--- config.mk ---
export PLATFORM = sky130hd
export DESIGN_NAME = smsp_port
export DESIGN_NICKNAME = d
export VERILOG_FILES = /design/src/hw/smsp_pkg.sv /design/src/hw/smsp_buf2.sv /design/src/hw/smsp_port.sv
export SDC_FILE = /design/constraint.sdc
export NUM_CORES = 1
export LEC_CHECK = 0
export ABC_AREA = 1
export BUFFER_PORTS_ARGS = -buffer_cell sky130_fd_sc_hd__buf_2
export CAP_MARGIN = 30
export CORE_ASPECT_RATIO = 0.9
export CORE_MARGIN = 8
export CORE_UTILIZATION = 45
export DETAILED_ROUTE_END_ITERATION = 10
export GPL_ROUTABILITY_DRIVEN = 0
export GPL_TIMING_DRIVEN = 0
export PLACE_DENSITY = 0.72
export RECOVER_POWER = 50
export REMOVE_ABC_BUFFERS = 1
export SYNTH_ARGS = -nofsm -noshare
export SYNTH_HDL_FRONTEND = slang
export SYNTH_HIERARCHICAL = 1
export SYNTH_SLANG_ARGS = --single-unit
export TNS_END_PERCENT = 30
--- constraint.sdc ---
create_clock -name i_sys_clk -period 3.69 [get_ports i_sys_clk]
set_input_delay 0.1845 -clock i_sys_clk [delete_from_list [all_inputs] [get_ports i_sys_clk]]
set_output_delay 0.1845 -clock i_sys_clk [all_outputs]
set_load 0.1 [all_outputs]
--- src/hw/smsp_pkg.sv ---
// Constants and types of the serial master/slave port
package smsp_pkg;

   // -------------------------------------------------------------------
   // Sizes and counts
   // -------------------------------------------------------------------
   localparam int unsigned SMSP_DW = 8;
   // Sixteen clock edges make one byte, counted 0 to 15
   localparam logic [4:0] SMSP_EDGE_LAST = 5'h0f;
   // Fastest master rate is fCPU/4: two CPU cycles per clock half
   localparam logic [6:0] SMSP_HALF_MIN = 7'h02;
   // Six rates, codes 0 to 5; higher codes run at the slowest rate
   localparam logic [2:0] SMSP_RATE_MAX = 3'h5;
   localparam logic [1:0] SMSP_SYNC_RST = 2'h0;

   // -------------------------------------------------------------------
   // Types
   // -------------------------------------------------------------------
   typedef enum logic [2:0] {
      SMSP_IDLE = 3'b001,
      SMSP_WAIT = 3'b010,
      SMSP_RUN  = 3'b100
   } smsp_state_e;

   typedef struct packed {
      smsp_state_e state;
      logic master_select;
      logic periph_enable;
      logic cpol;
      logic cpha;
      logic [2:0] rate;
      logic transfer_irq_enable;
      logic select_sw_manage;
      logic select_sw_level;
      logic [7:0] sh;
      logic out_bit;
      logic [4:0] edges;
      logic [6:0] div;
      logic sck;
      logic sck_prev;
      logic transfer_done_flag;
      logic csr_seen;
      logic overrun_flag;
      logic write_collision_flag;
      logic mode_fault_flag;
      logic mode_fault_flag_seen;
      logic irq;
      logic sck_oe;
      logic mosi_oe;
      logic miso_oe;
      logic push;
      logic [7:0] push_data;
   } smsp_core_s;

   typedef struct packed {
      logic [7:0] head;
      logic [7:0] tail;
      logic head_v;
      logic tail_v;
   } smsp_buf_s;

   // -------------------------------------------------------------------
   // Values after reset
   // -------------------------------------------------------------------
   localparam smsp_core_s SMSP_CORE_RST = '{state: SMSP_IDLE, default: '0};
   localparam smsp_buf_s SMSP_BUF_RST = '0;

endpackage

--- src/hw/smsp_buf2.sv ---
// Two-entry receive buffer with valid and ready on both sides
`timescale 1ns/1ns
module smsp_buf2 (
   input wire logic i_clk,
   input wire logic i_rst_n,
   input wire logic i_in_valid,
   input wire logic [7:0] i_in_data,
   output logic o_in_ready,
   output logic o_out_valid,
   output logic [7:0] o_out_data,
   input wire logic i_out_ready
);

   smsp_pkg::smsp_buf_s q;
   smsp_pkg::smsp_buf_s n;

   // -------------------------------------------------------------------
   // Pop first, then push into the first free slot
   // -------------------------------------------------------------------
   always_comb begin
      n = q;
      if (q.head_v && i_out_ready) begin
         n.head = q.tail;
         n.head_v = q.tail_v;
         n.tail_v = 1'b0;
      end
      if (i_in_valid && !q.tail_v) begin
         if (!n.head_v) begin
            n.head = i_in_data;
            n.head_v = 1'b1;
         end else begin
            n.tail = i_in_data;
            n.tail_v = 1'b1;
         end
      end
   end

   always_ff @(posedge i_clk or negedge i_rst_n) begin
      if (!i_rst_n) begin
         q <= smsp_pkg::SMSP_BUF_RST;
      end else begin
         q <= n;
      end
   end

   assign o_in_ready = !q.tail_v;
   assign o_out_valid = q.head_v;
   assign o_out_data = q.head;

endmodule

--- src/hw/smsp_port.sv ---
// Serial master/slave port: shift engine, flags and receive buffer
`timescale 1ns/1ns
module smsp_port (
   input wire logic i_sys_clk,
   input wire logic i_arst_n,
   input wire logic i_ctrl_write,
   input wire logic i_master_select,
   input wire logic i_periph_enable,
   input wire logic i_transfer_irq_enable,
   input wire logic i_cpol,
   input wire logic i_cpha,
   input wire logic [2:0] i_clock_rate_sel,
   input wire logic i_csr_write,
   input wire logic i_select_sw_manage,
   input wire logic i_select_sw_level,
   input wire logic i_csr_access,
   input wire logic i_dr_write,
   input wire logic [7:0] i_dr_wdata,
   input wire logic i_dr_read,
   input wire logic i_cpu_irq_mask,
   input wire logic i_rx_ready,
   output logic o_rx_valid,
   output logic [7:0] o_rx_data,
   output logic o_transfer_done_flag,
   output logic o_overrun_flag,
   output logic o_write_collision_flag,
   output logic o_mode_fault_flag,
   output logic o_master_active,
   output logic o_irq,
   input wire logic i_ss_n,
   input wire logic i_sck,
   output logic o_sck,
   output logic o_sck_oe,
   input wire logic i_mosi,
   output logic o_mosi,
   output logic o_mosi_oe,
   input wire logic i_miso,
   output logic o_miso,
   output logic o_miso_oe
);

   // -------------------------------------------------------------------
   // Reset release
   // -------------------------------------------------------------------
   logic [1:0] rst_sync_q;
   logic rst_n;

   always_ff @(posedge i_sys_clk or negedge i_arst_n) begin
      if (!i_arst_n) begin
         rst_sync_q <= smsp_pkg::SMSP_SYNC_RST;
      end else begin
         rst_sync_q <= {rst_sync_q[0], 1'b1};
      end
   end

   assign rst_n = rst_sync_q[1];

   // -------------------------------------------------------------------
   // State and decode
   // -------------------------------------------------------------------
   smsp_pkg::smsp_core_s q;
   smsp_pkg::smsp_core_s n;
   logic ss_int;
   logic master_on;
   logic slave_on;
   logic busy;
   logic inhibit;
   logic clr_done;
   logic edge_ev;
   logic new_sck;
   logic lead;
   logic din;
   logic fin;
   logic [2:0] rate_c;
   logic [6:0] half;
   logic buf_ready;

   always_comb begin
      n = q;
      n.push = 1'b0;
      edge_ev = 1'b0;
      new_sck = q.sck;
      lead = 1'b0;
      fin = 1'b0;
      // Internal select from pin or software level
      // software select override
      ss_int = q.select_sw_manage ? q.select_sw_level : i_ss_n;
      master_on = q.master_select && q.periph_enable;
      slave_on = !q.master_select && q.periph_enable;
      din = q.master_select ? i_miso : i_mosi;
      rate_c = (q.rate > smsp_pkg::SMSP_RATE_MAX) ?
               smsp_pkg::SMSP_RATE_MAX : q.rate;
      half = 7'(smsp_pkg::SMSP_HALF_MIN << rate_c);
      busy = (q.state != smsp_pkg::SMSP_IDLE) ||
             (slave_on && !q.cpha && !ss_int);
      // writes held off until status read
      inhibit = q.transfer_done_flag && !q.csr_seen;
      clr_done = q.csr_seen && (i_dr_read || (!q.master_select && i_dr_write));

      // Configuration writes; fault blocks enables outside its clearing
      if (i_ctrl_write) begin
         n.cpol = i_cpol;
         n.cpha = i_cpha;
         n.rate = i_clock_rate_sel;
         n.transfer_irq_enable = i_transfer_irq_enable;
         n.master_select = i_master_select && (!q.mode_fault_flag || q.mode_fault_flag_seen);
         n.periph_enable = i_periph_enable && (!q.mode_fault_flag || q.mode_fault_flag_seen);
         if (q.mode_fault_flag_seen) begin
            n.mode_fault_flag = 1'b0;
            n.mode_fault_flag_seen = 1'b0;
         end
      end
      if (i_csr_write) begin
         n.select_sw_manage = i_select_sw_manage;
         n.select_sw_level = i_select_sw_level;
      end
      if (i_csr_access) begin
         n.overrun_flag = 1'b0;
         if (q.mode_fault_flag) begin
            n.mode_fault_flag_seen = 1'b1;
         end
         if (q.transfer_done_flag || q.write_collision_flag) begin
            n.csr_seen = 1'b1;
         end
      end
      if (clr_done) begin
         n.transfer_done_flag = 1'b0;
         n.write_collision_flag = 1'b0;
         n.csr_seen = 1'b0;
      end

      // Data register write: load, collide or ignore
      if (i_dr_write && !inhibit) begin
         if (busy) begin
            n.write_collision_flag = 1'b1;
         end else begin
            n.sh = i_dr_wdata;
            if (master_on) begin
               n.state = smsp_pkg::SMSP_WAIT;
            end
         end
      end

      unique case (q.state)
         smsp_pkg::SMSP_IDLE: begin
            // slave starts on the master's first edge
            if (slave_on && !ss_int && (i_sck != q.sck_prev)) begin
               n.state = smsp_pkg::SMSP_RUN;
            end
         end
         smsp_pkg::SMSP_WAIT: begin
            // Start only when the receive buffer has room
            if (buf_ready) begin
               n.state = smsp_pkg::SMSP_RUN;
               n.div = '0;
               n.edges = '0;
               n.out_bit = q.sh[7];
            end
         end
         smsp_pkg::SMSP_RUN: begin
         end
      endcase

      // Clock edges: generated as master, sampled as slave
      if (q.state == smsp_pkg::SMSP_RUN && q.master_select) begin
         if (q.div == half - 7'h01) begin
            n.div = '0;
            new_sck = !q.sck;
            edge_ev = 1'b1;
         end else begin
            n.div = q.div + 7'h01;
         end
      end else if (slave_on && !ss_int) begin
         new_sck = i_sck;
         edge_ev = (i_sck != q.sck_prev);
      end
      n.sck_prev = i_sck;

      if (edge_ev) begin
         n.sck = new_sck;
         // polarity and phase pick the sampling edge
         lead = (new_sck != q.cpol);
         if (lead != q.cpha) begin
            // shift in, most significant bit first
            n.sh = {q.sh[6:0], din};
         end else begin
            n.out_bit = q.sh[7];
         end
         n.edges = q.edges + 5'h01;
         if (q.edges == smsp_pkg::SMSP_EDGE_LAST) begin
            fin = 1'b1;
         end
      end

      // Phase-0 slave presents its first bit before any edge
      if (slave_on && !q.cpha && n.state == smsp_pkg::SMSP_IDLE) begin
         n.out_bit = n.sh[7];
      end

      if (fin) begin
         n.state = smsp_pkg::SMSP_IDLE;
         n.edges = '0;
         n.transfer_done_flag = 1'b1;
         if ((q.transfer_done_flag && !clr_done) || !buf_ready) begin
            n.overrun_flag = 1'b1;
         end else begin
            n.push = 1'b1;
            n.push_data = n.sh;
         end
      end

      // Master with select low loses its mode
      // mode fault
      if (master_on && !ss_int) begin
         n.mode_fault_flag = 1'b1;
         n.master_select = 1'b0;
         n.periph_enable = 1'b0;
      end
      if (!n.periph_enable) begin
         n.state = smsp_pkg::SMSP_IDLE;
         n.edges = '0;
      end

      if (!(n.master_select && n.state == smsp_pkg::SMSP_RUN)) begin
         n.sck = n.cpol;
      end
      n.sck_oe = n.master_select && n.periph_enable;
      n.mosi_oe = n.master_select && n.periph_enable;
      n.miso_oe = !n.master_select && n.periph_enable && !ss_int;
      // interrupt gated by enable and CPU mask
      n.irq = (n.transfer_done_flag || n.mode_fault_flag || n.overrun_flag) && n.transfer_irq_enable && !i_cpu_irq_mask;
   end

   always_ff @(posedge i_sys_clk or negedge rst_n) begin
      if (!rst_n) begin
         q <= smsp_pkg::SMSP_CORE_RST;
      end else begin
         q <= n;
      end
   end

   // -------------------------------------------------------------------
   // Receive buffer
   // -------------------------------------------------------------------
   smsp_buf2 u_rx_buf (
      .i_clk(i_sys_clk),
      .i_rst_n(rst_n),
      .i_in_valid(q.push),
      .i_in_data(q.push_data),
      .o_in_ready(buf_ready),
      .o_out_valid(o_rx_valid),
      .o_out_data(o_rx_data),
      .i_out_ready(i_rx_ready)
   );

   // -------------------------------------------------------------------
   // Outputs
   // -------------------------------------------------------------------
   assign o_transfer_done_flag = q.transfer_done_flag;
   assign o_overrun_flag = q.overrun_flag;
   assign o_write_collision_flag = q.write_collision_flag;
   assign o_mode_fault_flag = q.mode_fault_flag;
   assign o_master_active = q.master_select;
   assign o_irq = q.irq;
   assign o_sck = q.sck;
   assign o_sck_oe = q.sck_oe;
   assign o_mosi = q.out_bit;
   assign o_mosi_oe = q.mosi_oe;
   assign o_miso = q.out_bit;
   assign o_miso_oe = q.miso_oe;
endmodule

# ---- Word-level counts from Yosys, hierarchy flattened
# Cells that the tools add are included.
dict set report classes {
  add_sub_neg 3
  order_cmp 1
  n_eq_ne 15
  shifts 1
  muxes 57
  bitwise_logic 1
  n_reduce_logical 50
}
# operator n
set op_table {}
lappend op_table {{2-to-1 mux 8 bit} 7}
lappend op_table {{2-to-1 mux 13 bit} 2}
lappend op_table {{2-to-1 mux 1 bit} 25}
lappend op_table {{logical AND 1 bit} 24}
lappend op_table {{2-to-1 mux 3 bit} 8}
lappend op_table {{2-to-1 mux 18 bit} 1}
lappend op_table {{2-to-1 mux 9 bit} 2}
lappend op_table {{2-to-1 mux 14 bit} 1}
lappend op_table {{2-to-1 mux 7 bit} 2}
lappend op_table {{2-to-1 mux 2 bit} 6}
lappend op_table {{zero test 1 bit} 11}
lappend op_table {{2-to-1 mux 5 bit} 2}
lappend op_table {{AND reduction 2 bit} 5}
lappend op_table {{adder 7 x 1 -> 7 bit, second input constant} 1}
lappend op_table {{equality test 7 bit} 1}
lappend op_table {{logical OR 1 bit} 7}
lappend op_table {{<< shifter 2 x 3 -> 7 bit, first input constant} 1}
lappend op_table {{subtractor 7 x 1 -> 7 bit, second input constant} 1}
lappend op_table {{equality test 3 x 1 -> 1 bit, second input constant} 2}
lappend op_table {{equality test 3 bit, second input constant} 2}
lappend op_table {{one-hot mux 3 bit (2 select lines)} 1}
lappend op_table {{nonzero test 2 bit} 3}
lappend op_table {{adder 5 x 1 -> 5 bit, second input constant} 1}
lappend op_table {{equality test 5 x 4 -> 1 bit, second input constant} 1}
lappend op_table {{other kinds (8)} 11}
dict set report totals {
  register_bits 74
  input_bits 31
  out_inout_bits 21
  wordCells 159
}

# ---- Depth between registers and ports, before layout
dict set report depth {
  depth_word 14
  depth_mapped 19
  mapped_depth_nobuf 19
}

# ---- Modules after synthesis
# Netlist, hierarchy kept.
# module instances cells_per_inst area_per_inst_um2 seq_area_each_um2
set modules_own_cells {}
lappend modules_own_cells {smsp_port 1 383 3010.4 1402.6}
lappend modules_own_cells {smsp_buf2 1 114 964.7 450.4}

# ---- Least setup slack after synthesis
# OpenSTA, ideal clock, no wires.
dict set report synth_timing {
  path_kind {register -> register}
  start {register q (netlist bit o_master_active)}
  end {register q[41] (netlist bit)}
  setup_time_ns 0.119
  arrival_time_ns 2.181
  required_ns 3.571
  slack_ns 1.390
  stages_incl_launch_ff 9
  n_path_buf 0
  synth_period_minus_slack_ns 2.300
  path_cell_list {dfrtp_1 -> nand4_1 -> inv_2 -> a21oi_1 -> o21ai_1 -> nand3_2 -> nand2_4 -> nand3_1 -> and2_1}
}
# element line_no
set synth_rtl {}
lappend synth_rtl {{from (decl)} smsp_port.sv:61} ;# smsp_pkg::smsp_core_s q;
lappend synth_rtl {{from (signal assigned)} smsp_port.sv:236} ;# q <= smsp_pkg::SMSP_CORE_RST;
lappend synth_rtl {{from (signal assigned)} smsp_port.sv:238} ;# q <= n;

# ---- Final worst setup path
dict set report layout_timing {
  start {register q[46] (netlist bit)}
  end {register q[6] (netlist bit)}
}
dict set report layout_via {
  elab_chain_len 11
  elab_cells_between_ends 15
  cone_classes {add/sub (1); order compare (1); eq/ne (3); shift (1); mux (8); reduce/logical (1)}
}
# element line_no
set layout_lines {}
lappend layout_lines {{greater-than comparator 3 bit} smsp_port.sv:91} ;# rate_c = (q.rate > smsp_pkg::SMSP_RATE_MAX) ?
lappend layout_lines {{2-to-1 mux 3 bit (*)} smsp_port.sv:91}
lappend layout_lines {{<< shifter 2 x 3 -> 7 bit (*)} smsp_port.sv:93} ;# half = 7'(smsp_pkg::SMSP_HALF_MIN << rate_c);
lappend layout_lines {{subtractor 7 x 1 -> 7 bit (*)} smsp_port.sv:166} ;# if (q.div == half - 7'h01) begin
lappend layout_lines {{equality test 7 bit (*)} smsp_port.sv:166}
lappend layout_lines {{2-to-1 mux 1 bit} smsp_port.sv:166}
lappend layout_lines {{2-to-1 mux 1 bit} smsp_port.sv:165} ;# if (q.state == smsp_pkg::SMSP_RUN && q.master_select) begin
lappend layout_lines {{inequality test 1 bit} smsp_port.sv:182} ;# lead = (new_sck != q.cpol);
lappend layout_lines {{inequality test 1 bit} smsp_port.sv:183} ;# if (lead != q.cpha) begin
lappend layout_lines {{2-to-1 mux 8 bit} smsp_port.sv:183}
lappend layout_lines {{2-to-1 mux 14 bit} smsp_port.sv:179} ;# if (edge_ev) begin
# Mark *: on every way between the ends. The rest lies on a longest branch, timed or not.
# A chain may end at the register's enable or synchronous reset.

==> results by stage <==
Outcome:
- The run finished, with violations left.
- The final reports fail on max-capacitance violations, max-slew violations.

GRT:
- The pin count of the biggest net entering global routing is 70.
- For this run the aggregate overflow at the end of global routing stands at 0.
- The via count of the first global-routing pass is between 3k and 4k.
- The first global-routing pass estimated 15,600 um of wire.
- The global-route total usage across every layer is around 16%.
- The number of antenna violations at the first check in global routing came to 0.

Timing:
- Across the routed clock network, the largest skew measured is between 0.01 and 0.015 ns.
- For the pin with the worst max-slew slack, the measured transition is 1.73 ns.
- The final critical path takes up 68.8% of the cycle.
- The time the worst path needs with I/O delays and setup is ~2.5 ns.
- The number of setup violations in the final report is 0.
- After layout, the worst setup slack is 1.15 ns.
- Derived from the worst setup path, the maximum achievable clock frequency is between 300 and 400 MHz.
- The number of endpoints with negative hold slack in the final report is 0.
- Setup repair after global routing left no endpoint under its margin.
- The count of final max-slew check failures was 70.
- The relative slew slack is -15.1%.
- For the final routed database, the setup TNS stands at 0 ns.

Setup path:
- For the worst setup path, the data arrival time is about 2.8 ns.
- Data on the critical path is required at its endpoint by 3.93 ns.
- The worst setup slack for register-to-register paths is roughly 1.2 ns.
- The startpoint identified for the worst register-to-register timing path is q[46].
- The number of cell instances on the worst register-to-register path is 18.
- STA classifies the critical path endpoint as a flip-flop.
- In this run the critical register-to-register path is captured at q[6].
- In this run the worst setup path begins at q[46].
- The critical path launch point type is a flip-flop.
- The critical path in this run is classified as flip-flop to flip-flop.
- Along the worst path, the maximum fanout reaches 18.

Final layout:
- The layout net count is 580.
- The number of diodes added for antenna fixing is 0.
- The finished layout cell area is 0.00446 mm2.
- The layout has 853 filler cells.
- The area growth from synthesis to final layout is 12.1%.
- The utilization after layout is about 52%.
- The proportion of layout cells with a drive suffix above 1 is between 10% and 20%.

Floorplanning:
- The initial utilization of the core area, before any placement, comes to 46.4%.
- The total I/O pin count is between 50 and 60.
- The number of cell rows is 32.
- The overall die area is 0.0121 mm2.
- The die is ~120 um wide.
- The die is 105 um tall.
- The core region is 0.00857 mm2.

Power:
- The worst IR drop on VDD is a little under 0.0007 V.
- The static leakage power is around 0.0025 uW.
- The power density normalized to cell area is ~560 mW/mm2.
- The design draws 2490 uW.

CTS:
- TritonCTS built the clock tree.
- The H-tree was split into 3 levels.
- Clock tree synthesis inserted a total of 9 buffers.
- Clock latency on the worst-skew pair, taken at its later pin, is between 0.3 and 0.4 ns.
- The total clock sinks is 74.
- The root buffer cell is sky130_fd_sc_hd__clkbuf_8.
- The clock passes through at most 2 buffers.
- Clock-pin slew was measured on the worst setup and hold paths at 0.08 ns.

Min path:
- The worst min-delay path startpoint is i_clock_rate_sel[2].
- The end of the worst hold path is q[47].
- The path type of the worst min-delay path is input pin to flip-flop.
- The hold-critical path depth is 3.

Routing:
- After detailed routing, the number of remaining DRC violations is 0.
- Across all layers, the routed design uses approximately 3.3k vias.
- Dividing the detail-routed wire length by the instance count gives 13.6 um.
- The final layout contains routed wiring with a total length of approximately 9000 um.
- Once detail routing completed, the nets flagged for antenna violations numbered 0.
- After detailed routing, the number of vias per cell comes to 4.94.
- The number of design-rule violations left by the first detailed-router iteration is ~170.
- The first TritonRoute pass finished after 5 iterations.

Synth:
- Each instance of the synthesized netlist takes up on average between 7 and 8 um2.
- The number of unique standard cell types used by synthesis is 40.
- Synthesis produced around 500 cells.
- The number of warnings reported in the yosys synthesis log is 6.
- The register bit count reported by yosys is 74.
- Counting flops with a built-in enable in the synthesized netlist gives 0.
- Sorting the synthesized cells by area gives the leading types as sky130_fd_sc_hd__dfrtp_1 46%, sky130_fd_sc_hd__nand2_1 14%, sky130_fd_sc_hd__nand3_1 7.3%.
- Of all flip-flops after synthesis, the portion carrying an async set or reset was 100%.
- For this run, the leading register cell type out of synthesis is sky130_fd_sc_hd__dfrtp_1.
- The part of the Yosys area used for sequential elements is roughly 47%.
- The library cell with the largest summed area after synthesis is sky130_fd_sc_hd__dfrtp_1.
- Summing every instance area after synthesis gives 0.00398 mm2.
- The area share of the largest cell type after synthesis is a little under half.

Run:
- The tool flagged a number of max-cap violations equal to 1.

Placement:
- The half-perimeter wire length after placement is about 6500 um.
- In this run the tool buffered the top-level ports with slightly above 50 buffer cells.
- The cell area reported after detailed placement is ~0.0043 mm2.
- The worst slack at placement is between 1 and 1.5 ns.
[Yosys cell counts (all sizes together), types with 6 or more instances]
cell type	instances
dfrtp	73
inv	73
nand4	12
nand3	61
and2	8
nor2	17
a21oi	10
o22ai	7
buf	15
nand2	164
nor3	6
o21ai	32
[layout make-up]
class                   instances  area (um2)  share of cell area, %
well taps                     119         149                   3.34
clock buffers                  11         141                   3.17
flip-flops and latches         74        1860                   41.7
clock inverters                 5        37.5                  0.842
multi-input cells             333        1710                   38.4
repair buffers                 54         278                   6.23
inverters                      73         282                   6.32
[through the flow]
step,cells,hold slack (ns)
2_1_floorplan,480,-0.111
3_3_place_gp,650,-0.0308
3_5_place_dp,651,-0.0243
4_1_cts,669,0.0207
5_1_grt,669,0.0511
6_report,669,0.0343
[kinds of logic after synthesis]
kind of cell	after synthesis	share of synthesized area [%]
simple gates	269	32.7
buf+inv	90	10.3
flops	74	46.6
compound gates	52	7.43
xor+xnor	5	1.10
fa+ha+maj	4	1.26
mux	2	0.535
other cells	1	0.0943
[repair_timing]
item / CTS / global route
resized for setup: 0 / 0
endpoints found under the hold margin: 3 / 0
hold buffers: 2 / 0
buffers inserted: 0 / 0
[metal layers]
metal | global-route usage, % | share of wire [%] | vias up
li1 | - | - | 1685
met1 | 21.3 | 48 | 1536
met2 | 25.0 | 45 | 76
met4 | 5.62 | 1.3 | 0
met5 | 0 | 0 | -
met3 | 3.57 | 5.7 | 11
[layout by cell type, fill, tap and decap left out, types with 3 or more instances in the layout]
cell | netlist | layout
sky130_fd_sc_hd__nor2_1 | 12 | 12
sky130_fd_sc_hd__nand3_2 | 3 | 3
sky130_fd_sc_hd__o21ai_0 | 27 | 27
sky130_fd_sc_hd__nand2_4 | 7 | 7
sky130_fd_sc_hd__inv_1 | 63 | 64
sky130_fd_sc_hd__o21ai_1 | 4 | 4
sky130_fd_sc_hd__xor2_1 | 4 | 4
sky130_fd_sc_hd__nand4_1 | 11 | 11
sky130_fd_sc_hd__nor3_1 | 5 | 5
sky130_fd_sc_hd__nand3_1 | 58 | 58
sky130_fd_sc_hd__dfrtp_1 | 73 | 72
sky130_fd_sc_hd__o22ai_1 | 7 | 7
sky130_fd_sc_hd__clkbuf_1 | 2 | 3
sky130_fd_sc_hd__inv_2 | 8 | 7
sky130_fd_sc_hd__and2_1 | 8 | 8
sky130_fd_sc_hd__nand2_1 | 153 | 153
sky130_fd_sc_hd__a21oi_1 | 9 | 9
sky130_fd_sc_hd__buf_2 | 0 | 49
sky130_fd_sc_hd__clkbuf_8 | 0 | 10
sky130_fd_sc_hd__ha_1 | 4 | 4
[sequential cells by signal, indices dropped and copies added (netlist names)]
signal and cells:
o_write_collision_flag 1, o_mosi_oe 1, o_transfer_done_flag 1, u_rx_buf/o_out_valid 1, o_sck 1, o_mode_fault_flag 1, u_rx_buf/q 9, o_miso_oe 1
q 44, o_irq 1, o_master_active 1, rst_sync_q 2, o_miso 1, o_overrun_flag 1, u_rx_buf/o_out_data 8
[worst max-delay path by stage]
stage                        endpoint  slack, ns  cells after the start
2_1_floorplan                   o_sck       1.38                     11
3_3_place_gp   u_rx_buf/o_out_data[3]       0.66                      0
3_5_place_dp                     q[6]       1.19                     18
4_1_cts                          q[6]       1.16                     18
5_1_grt                          q[6]       0.97                     18
6_report                         q[6]       1.15                     18
[where the power goes]
part	internal (uW)	switching [uW]	leakage (uW)
Clock	265	312	0.0000859
Combinational	242	632	0.00143
Sequential	944	96.4	0.000958
Total	1450	1040	0.00247
[worst max-delay path, stage by stage, from the launching register on]
cell and delay, ns:
sky130_fd_sc_hd__dfrtp_1 0.43, sky130_fd_sc_hd__nor2_2 0.22, sky130_fd_sc_hd__nand2_2 0.10, sky130_fd_sc_hd__ha_1 0.30, sky130_fd_sc_hd__inv_1 0.04, sky130_fd_sc_hd__nand2_1 0.06
sky130_fd_sc_hd__nand3_1 0.06, sky130_fd_sc_hd__nor2_1 0.09, sky130_fd_sc_hd__nand2_1 0.09, sky130_fd_sc_hd__inv_2 0.09, sky130_fd_sc_hd__nand2_4 0.08, sky130_fd_sc_hd__nand2_4 0.10
sky130_fd_sc_hd__o21ai_4 0.10, sky130_fd_sc_hd__inv_6 0.16, sky130_fd_sc_hd__nand2_4 0.10, sky130_fd_sc_hd__nor2_8 0.19, sky130_fd_sc_hd__inv_4 0.08, sky130_fd_sc_hd__nand2_1 0.08
sky130_fd_sc_hd__nand2_1 0.06
Note: power is estimated with default switching activity, not from simulation.
